## src/core/bei_pkg.sv

```systemverilog
package bei_pkg;

  // register offsets on the slave control port
  localparam logic [7:0] BEI_OFS_DEV_NUM = 8'h46;
  localparam logic [7:0] BEI_OFS_ID0 = 8'h50;
  localparam logic [7:0] BEI_OFS_ID1 = 8'h51;
  localparam logic [7:0] BEI_OFS_ID2 = 8'h52;

  // field layout
  localparam int BEI_VER_LSB = 4;
  localparam int BEI_DEVNUM_W = 4;
  localparam logic [1:0] BEI_INST_HI_FIXED = 2'h0;
  localparam logic [3:0] BEI_DEVNUM_RESET = 4'h0;
  localparam logic [3:0] BEI_DEVNUM_MAX = 4'hB;

  // bus spec version codes
  localparam logic [3:0] BEI_VER_PRE_1_0 = 4'h0;
  localparam logic [3:0] BEI_VER_1_0 = 4'h1;

  // read data is a byte shifted out msb first
  localparam logic [2:0] BEI_LAST_BIT = 3'h0;
  localparam logic [2:0] BEI_FIRST_BIT = 3'h7;

  typedef struct packed {
    logic rd;
    logic wr;
    logic [7:0] addr;
    logic [7:0] wdata;
  } bei_cmd_t;

  typedef enum logic [1:0] {
    BEI_IDLE = 2'b00,
    BEI_WAIT_RISE = 2'b01,
    BEI_WAIT_FALL = 2'b10
  } bei_state_t;

endpackage

```

## src/core/bei_sync.sv

```systemverilog
module bei_sync import bei_pkg::*; #(
  parameter int W = 4
) (
  // clock and reset
  input wire logic i_clk,
  input wire logic i_rst_n,
  // asynchronous levels, bit 0 is the link clock
  input wire logic [W-1:0] i_async,
  // synchronised levels and link clock edges
  output logic [W-1:0] o_sync,
  output logic o_rise,
  output logic o_fall
);

  logic [W-1:0] meta_reg;
  logic [W-1:0] sync_reg;
  logic clk_last_reg;

  genvar g;
  generate
    for (g = 0; g < W; g++) begin : g_bit
      always_ff @(posedge i_clk or negedge i_rst_n) begin
        if (!i_rst_n) begin
          meta_reg[g] <= 1'b0;
          sync_reg[g] <= 1'b0;
        end else begin
          meta_reg[g] <= i_async[g];
          sync_reg[g] <= meta_reg[g];
        end
      end
    end
  endgenerate

  // edge finder looks only at the second stage
  always_ff @(posedge i_clk or negedge i_rst_n) begin
    if (!i_rst_n) begin
      clk_last_reg <= 1'b0;
    end else begin
      clk_last_reg <= sync_reg[0];
    end
  end

  assign o_sync = sync_reg;
  assign o_rise = sync_reg[0] & ~clk_last_reg;
  assign o_fall = ~sync_reg[0] & clk_last_reg;

endmodule

```

## src/core/bei_id_regs.sv

```systemverilog
module bei_id_regs import bei_pkg::*; #(
  parameter logic [3:0] BUS_SPEC_VERSION = BEI_VER_1_0,
  // arbitrary neutral value, not a registered maker code
  parameter logic [15:0] MAKER_CODE = 16'h0A5C
) (
  // clock and reset
  input wire logic I_SYS_CLK,
  input wire logic I_RST_N,
  // decoded slave control port commands, one-cycle strobe
  input wire bei_cmd_t I_CMD,
  output logic O_CMD_BUSY,
  // link pins
  input wire logic I_LINK_CLK,
  input wire logic I_DATA_IN,
  output logic O_DATA_OUT,
  output logic O_DATA_OE,
  // straps
  input wire logic [1:0] I_ADDR_SEL,
  // answers
  output logic O_RD_DONE,
  output logic [7:0] O_RD_DATA,
  output logic O_WR_DONE,
  output logic O_WR_OK,
  // state
  output logic O_ENUM_ON,
  output logic [3:0] O_DEV_NUM
);

  logic [3:0] pin_sync;
  logic link_rise;
  logic link_fall;
  logic data_sync;
  logic [1:0] addr_sel_sync;

  bei_state_t state_reg;
  logic enum_on_reg;
  logic [3:0] dev_num_reg;
  logic [1:0] instance_lo_reg;
  logic strap_done_reg;
  logic [1:0] settle_reg;
  logic [7:0] shift_reg;
  logic [7:0] rd_data_reg;
  logic [2:0] bit_cnt_reg;
  logic id_read_reg;
  logic clash_reg;
  logic data_out_reg;
  logic data_oe_reg;
  logic rd_done_reg;
  logic wr_done_reg;
  logic wr_ok_reg;

  logic cmd_take;
  logic rd_take;
  logic wr_take;
  logic is_id_addr;
  logic enum_for_rd;
  logic [7:0] id_byte;
  logic [7:0] rd_byte;
  logic clash_now;
  logic devnum_wr_ok;

  bei_sync #(
    .W(4)
  ) u_sync (
    .i_clk(I_SYS_CLK),
    .i_rst_n(I_RST_N),
    .i_async({I_ADDR_SEL, I_DATA_IN, I_LINK_CLK}),
    .o_sync(pin_sync),
    .o_rise(link_rise),
    .o_fall(link_fall)
  );

  assign data_sync = pin_sync[1];
  assign addr_sel_sync = pin_sync[3:2];

  // commands arriving during a read shift are dropped
  assign cmd_take = (state_reg == BEI_IDLE) && strap_done_reg;
  assign rd_take = cmd_take && I_CMD.rd;
  assign wr_take = cmd_take && I_CMD.wr && !I_CMD.rd;
  assign is_id_addr = (I_CMD.addr == BEI_OFS_ID0) ||
                      (I_CMD.addr == BEI_OFS_ID1) ||
                      (I_CMD.addr == BEI_OFS_ID2);
  // the read that switches enumeration on already sees true data
  assign enum_for_rd = enum_on_reg || (I_CMD.addr == BEI_OFS_ID0);

  always_comb begin
    case (I_CMD.addr)
      BEI_OFS_ID0: id_byte = {BUS_SPEC_VERSION, BEI_INST_HI_FIXED,
                              instance_lo_reg};
      BEI_OFS_ID1: id_byte = MAKER_CODE[15:8];
      BEI_OFS_ID2: id_byte = MAKER_CODE[7:0];
      default: id_byte = 8'h00;
    endcase
  end

  always_comb begin
    if (is_id_addr) begin
      rd_byte = enum_for_rd ? id_byte : 8'h00;
    end else if (I_CMD.addr == BEI_OFS_DEV_NUM) begin
      rd_byte = {4'h0, dev_num_reg};
    end else begin
      rd_byte = 8'h00;
    end
  end

  // pin seen back through two flops, well inside half a link period
  assign clash_now = (state_reg == BEI_WAIT_FALL) && link_fall &&
                     id_read_reg && (data_sync != data_out_reg);
  assign devnum_wr_ok = enum_on_reg &&
                        (I_CMD.wdata[3:0] <= BEI_DEVNUM_MAX);

  // sync stages leave reset at zero; straps need two edges to get through
  always_ff @(posedge I_SYS_CLK or negedge I_RST_N) begin
    if (!I_RST_N) begin
      settle_reg <= 2'h0;
    end else begin
      settle_reg <= {settle_reg[0], 1'b1};
    end
  end

  // straps caught once, after the synchroniser has filled
  always_ff @(posedge I_SYS_CLK or negedge I_RST_N) begin
    if (!I_RST_N) begin
      instance_lo_reg <= 2'h0;
      strap_done_reg <= 1'b0;
    end else if (!strap_done_reg && settle_reg[1]) begin
      instance_lo_reg <= addr_sel_sync;
      strap_done_reg <= 1'b1;
    end
  end

  always_ff @(posedge I_SYS_CLK or negedge I_RST_N) begin
    if (!I_RST_N) begin
      enum_on_reg <= 1'b0;
    end else if (clash_now) begin
      enum_on_reg <= 1'b0;
    end else if (rd_take && I_CMD.addr == BEI_OFS_ID0) begin
      enum_on_reg <= 1'b1;
    end
  end

  // writes to identification offsets fall through with no effect
  always_ff @(posedge I_SYS_CLK or negedge I_RST_N) begin
    if (!I_RST_N) begin
      dev_num_reg <= BEI_DEVNUM_RESET;
      wr_done_reg <= 1'b0;
      wr_ok_reg <= 1'b0;
    end else begin
      wr_done_reg <= wr_take;
      wr_ok_reg <= 1'b0;
      if (wr_take && I_CMD.addr == BEI_OFS_DEV_NUM && devnum_wr_ok) begin
        dev_num_reg <= I_CMD.wdata[3:0];
        wr_ok_reg <= 1'b1;
      end
    end
  end

  always_ff @(posedge I_SYS_CLK or negedge I_RST_N) begin
    if (!I_RST_N) begin
      state_reg <= BEI_IDLE;
      shift_reg <= 8'h00;
      rd_data_reg <= 8'h00;
      bit_cnt_reg <= BEI_FIRST_BIT;
      id_read_reg <= 1'b0;
      clash_reg <= 1'b0;
      data_out_reg <= 1'b0;
      data_oe_reg <= 1'b0;
      rd_done_reg <= 1'b0;
    end else begin
      rd_done_reg <= 1'b0;
      case (state_reg)
        BEI_IDLE: begin
          if (rd_take) begin
            shift_reg <= rd_byte;
            bit_cnt_reg <= BEI_FIRST_BIT;
            id_read_reg <= is_id_addr;
            clash_reg <= 1'b0;
            state_reg <= BEI_WAIT_RISE;
          end
        end
        BEI_WAIT_RISE: begin
          if (link_rise) begin
            data_out_reg <= shift_reg[7] & ~clash_reg;
            data_oe_reg <= 1'b1;
            state_reg <= BEI_WAIT_FALL;
          end
        end
        BEI_WAIT_FALL: begin
          if (link_fall) begin
            if (clash_now) begin
              clash_reg <= 1'b1;
            end
            rd_data_reg <= {rd_data_reg[6:0], data_out_reg};
            shift_reg <= {shift_reg[6:0], 1'b0};
            if (bit_cnt_reg == BEI_LAST_BIT) begin
              data_oe_reg <= 1'b0;
              data_out_reg <= 1'b0;
              rd_done_reg <= 1'b1;
              state_reg <= BEI_IDLE;
            end else begin
              bit_cnt_reg <= bit_cnt_reg - 3'h1;
              state_reg <= BEI_WAIT_RISE;
            end
          end
        end
        default: begin
          state_reg <= BEI_IDLE;
        end
      endcase
    end
  end

  assign O_CMD_BUSY = (state_reg != BEI_IDLE) || !strap_done_reg;
  assign O_DATA_OUT = data_out_reg;
  assign O_DATA_OE = data_oe_reg;
  assign O_RD_DONE = rd_done_reg;
  assign O_RD_DATA = rd_data_reg;
  assign O_WR_DONE = wr_done_reg;
  assign O_WR_OK = wr_ok_reg;
  assign O_ENUM_ON = enum_on_reg;
  assign O_DEV_NUM = dev_num_reg;
endmodule

```

## config.mk

```make
export PLATFORM = sky130hd
export DESIGN_NAME = bei_id_regs
export DESIGN_NICKNAME = d
export VERILOG_FILES = /design/src/core/bei_pkg.sv /design/src/core/bei_sync.sv /design/src/core/bei_id_regs.sv
export SDC_FILE = /design/constraint.sdc
export NUM_CORES = 1
export LEC_CHECK = 0
export ABC_CLOCK_PERIOD_IN_PS = 1900
export BUFFER_PORTS_ARGS = -buffer_cell sky130_fd_sc_hd__buf_2
export CAP_MARGIN = 20
export CORE_MARGIN = 8
export CORE_UTILIZATION = 53
export CTS_CLUSTER_SIZE = 24
export DETAILED_ROUTE_END_ITERATION = 12
export PLACE_DENSITY = 0.78
export SYNTH_ARGS = -nofsm -noshare
export SYNTH_HDL_FRONTEND = slang
export SYNTH_HIERARCHICAL = 1
export SYNTH_SLANG_ARGS = --single-unit
```

## constraint.sdc

```tcl
create_clock -name I_SYS_CLK -period 1.9 [get_ports I_SYS_CLK]
set_input_delay 0.285 -clock I_SYS_CLK [delete_from_list [all_inputs] [get_ports I_SYS_CLK]]
set_output_delay 0.285 -clock I_SYS_CLK [all_outputs]
set_load 0.01 [all_outputs]
```

==> run metrics <==
area of the core=between 3000 and 4000 sq um; clock sinks=between 40 and 50; postcts setup bufs=0; vias=approximately 1400; run status=finished clean; fin util=0.6476; layout cells sized above 1=0.3456; crit-path max FO=4; Pint=around 0.0015 W; DIE AREA=around 5800 sq um; Tot GR Track Use=0.1376; min cycle time layout=around 1.7 ns; Starting Density=0.5406; syn_area_per_cell=11.65 sq um; Yosys warning total=6; slowest CP cell=dfrtp_1; library cells used by synthesis=41; Max stage delay on crit path=about 0.40 ns; CP endpoint kind=register; Max VDD drop=0.0005661 V; Flop pwr share=0.548; P_leak=roughly 1.2 nW; Primary FF master, synth=dfrtp_1; final setup violating endpoints=0; Comb pwr share=0.226; Cells after DPL=approximately 260; top cell type's share of synthesized area=0.5692; drt pass-1 iters=5; Max Clk Rate=approximately 590 MHz; WL final=about 3.8 mm; max_cap viols=0; Worst R2R Start=strap_done_reg; pwr/cell area=between 900 and 1000 nW/um^2; CP startpoint=strap_done_reg; largest net degree at the start of global routing=25; Vias/cell=about 5.4; vias in the first global route=approximately 1500; Clk pin slew, worst setup/hold paths=roughly 0.12 ns; synthesized area=1934 sq um; Clk pwr share=0.226; CP top delay family=simple AND/OR/NAND/NOR gates; Final Max Tran Viols=0; WL per Instance=approximately 14 um; Die X=approximately 76 um; hold buffer count at cts=1; Routed Antenna Nets=0; pre-CTS WS=-0.07739 ns; CTS buffer count=5; HP Class=primary input to register; DPL Wire Length=3.015 mm; # nets final=around 240; Tcrit/Tclk final=0.8899; ys async rst share=1.000; final-report hold violation count=0; site row count=22; TNS Setup=0 ns; DRC violations left=0; Port Buffers=38; critical path type=register to register; total grt overflow=0; PostCTS Resize Cnt=0; initial antenna violation count=0; first-pass GRT wire length=6.589 mm; I/O pin count=43; die height=~76 um; ANT cells=0; Net Sw Power=0.0006089 W; post-route setup slack=about 0.21 ns; critical path launch point type=register; Net Count, Synth=192; Worst-Skew Late Latency=0.36 ns; worst-case clock buffer depth=2; worst-path cell chain=nor3b_1, nand3b_1, nor3_4, mux2_2; relative max-transition margin=0.6427; fillers=between 200 and 300; Layout Cells excl Fill=around 270; CTS HTree Levels=2; origin of the worst min-delay path=I_ADDR_SEL[1]; Worst Path Buf+Inv=0; ranking of synthesized cells by area=dfrtp_1 57%, mux2_2 7.6%, nand2_1 4.9%; Seq/Total Area, Yosys=0.6100; Mapped Cells=about 170; worst slew pin tran=roughly 0.54 ns; Synth area leader=dfrtp_1; RSZ-0062 raised after global routing=false; clock skew=between 0.01 and 0.015 ns; switching share of power=0.2917; Post-synth EDFFs=0; First DRT Iteration DRCs=between 100 and 150; routability cong.=0.8264; clock root buffer=clkbuf_4; post-synthesis register bit count=47; area delta synth->final=19.79%; worst hold slack=approximately 0.027 ns; Crit path required time=between 2 and 2.5 ns; CTS tree=yes; CP arrival=between 1.5 and 2 ns
## per-stage QoR
stage | power [W] | instance area [sq um]
floorplan | 0.001422 | 1934
global route | 0.002213 | 2317
finish | 0.002088 | 2317
global placement | 0.001610 | 2237
CTS | 0.002106 | 2307
detailed placement | 0.001635 | 2237
## final cells by class
type                       instances  area, sq um  share of cell area
clock buffer                       7        55.05             0.02376
clock inverter                     1        5.005            0.002160
inverter                           9        33.78             0.01458
multi-input combinational        105        700.7              0.3024
sequential                        47         1180              0.5092
tap                               48        60.06             0.02592
timing repair buffer              48        282.8              0.1220
## cell usage after synthesis (2+ instances only)
master,number
dfrtp_1,44
nand2_1,25
mux2_2,13
o21ai_0,11
inv_1,9
nor2_1,9
clkbuf_1,4
nor2b_1,4
dfstp_2,3
nand3b_1,3
o31ai_1,3
a2111oi_0,2
a21o_1,2
a21oi_1,2
a32oi_1,2
ha_1,2
nand2b_1,2
nor4_1,2
or2_2,2
## power groups by stage
stage | logic [W] | clock network, W | registers, W
after floorplan | 0.000251 | 0 | 0.00117
after global placement | 0.000453 | 0 | 0.00116
after detailed placement | 0.000470 | 0 | 0.00117
after CTS | 0.000473 | 0.000488 | 0.00115
after global routing | 0.000525 | 0.000532 | 0.00116
final | 0.000472 | 0.000471 | 0.00114
## metal layers
metal  vias to the layer above  part of all wire  GRT usage
li1                        672                 -          -
met1                       703              0.38     0.1405
met2                        33              0.54     0.2382
met3                        13             0.052    0.05307
met4                         0             0.029    0.07115
met5                         -                 0          0
## final timing paths
path,endpoint,slack [ns],cells after the start
max in group asynchronous,O_RD_DATA[1],0.96,3
setup reg to reg,O_DEV_NUM[0],0.21,4
min in group asynchronous,u_sync/meta_reg[2],0.43,2
hold / removal,u_sync/meta_reg[3],0.03,1
hold reg to reg,u_sync/o_sync[1],0.37,0
setup / recovery,O_DEV_NUM[0],0.21,4
## cells by family after synthesis
logic type               after synthesis  share of synthesized area
AO/OA/AOI/OAI                         28                    0.09703
XOR/XNOR                               1                   0.004529
AND/OR/NAND/NOR                       59                     0.1649
adder cells (fa/ha/maj)                2                    0.01293
multiplexers                          14                    0.08085
buffers and inverters                 14                    0.02781
other                                  1                   0.001939
flip-flops                            47                     0.6100
## cells in the final DEF, fill, tap and decap left out, types with 2 or more instances in the layout
| master | instances |
|---|---|
| a21o_1 | 2 |
| o21ai_0 | 11 |
| buf_2 | 38 |
| nand2b_1 | 2 |
| a21oi_1 | 2 |
| buf_4 | 7 |
| a2111oi_0 | 2 |
| a32oi_1 | 2 |
| o31ai_1 | 3 |
| mux2_2 | 13 |
| nor4_1 | 2 |
| nand2_1 | 25 |
| inv_1 | 9 |
| or2_2 | 2 |
| nor2_1 | 9 |
| dfrtp_1 | 44 |
| dlygate4sd3_1 | 2 |
| clkbuf_4 | 5 |
| nand3b_1 | 3 |
| nor2b_1 | 4 |
| dfstp_2 | 3 |
| ha_1 | 2 |
No activity file was read; power rests on OpenSTA's default activity.
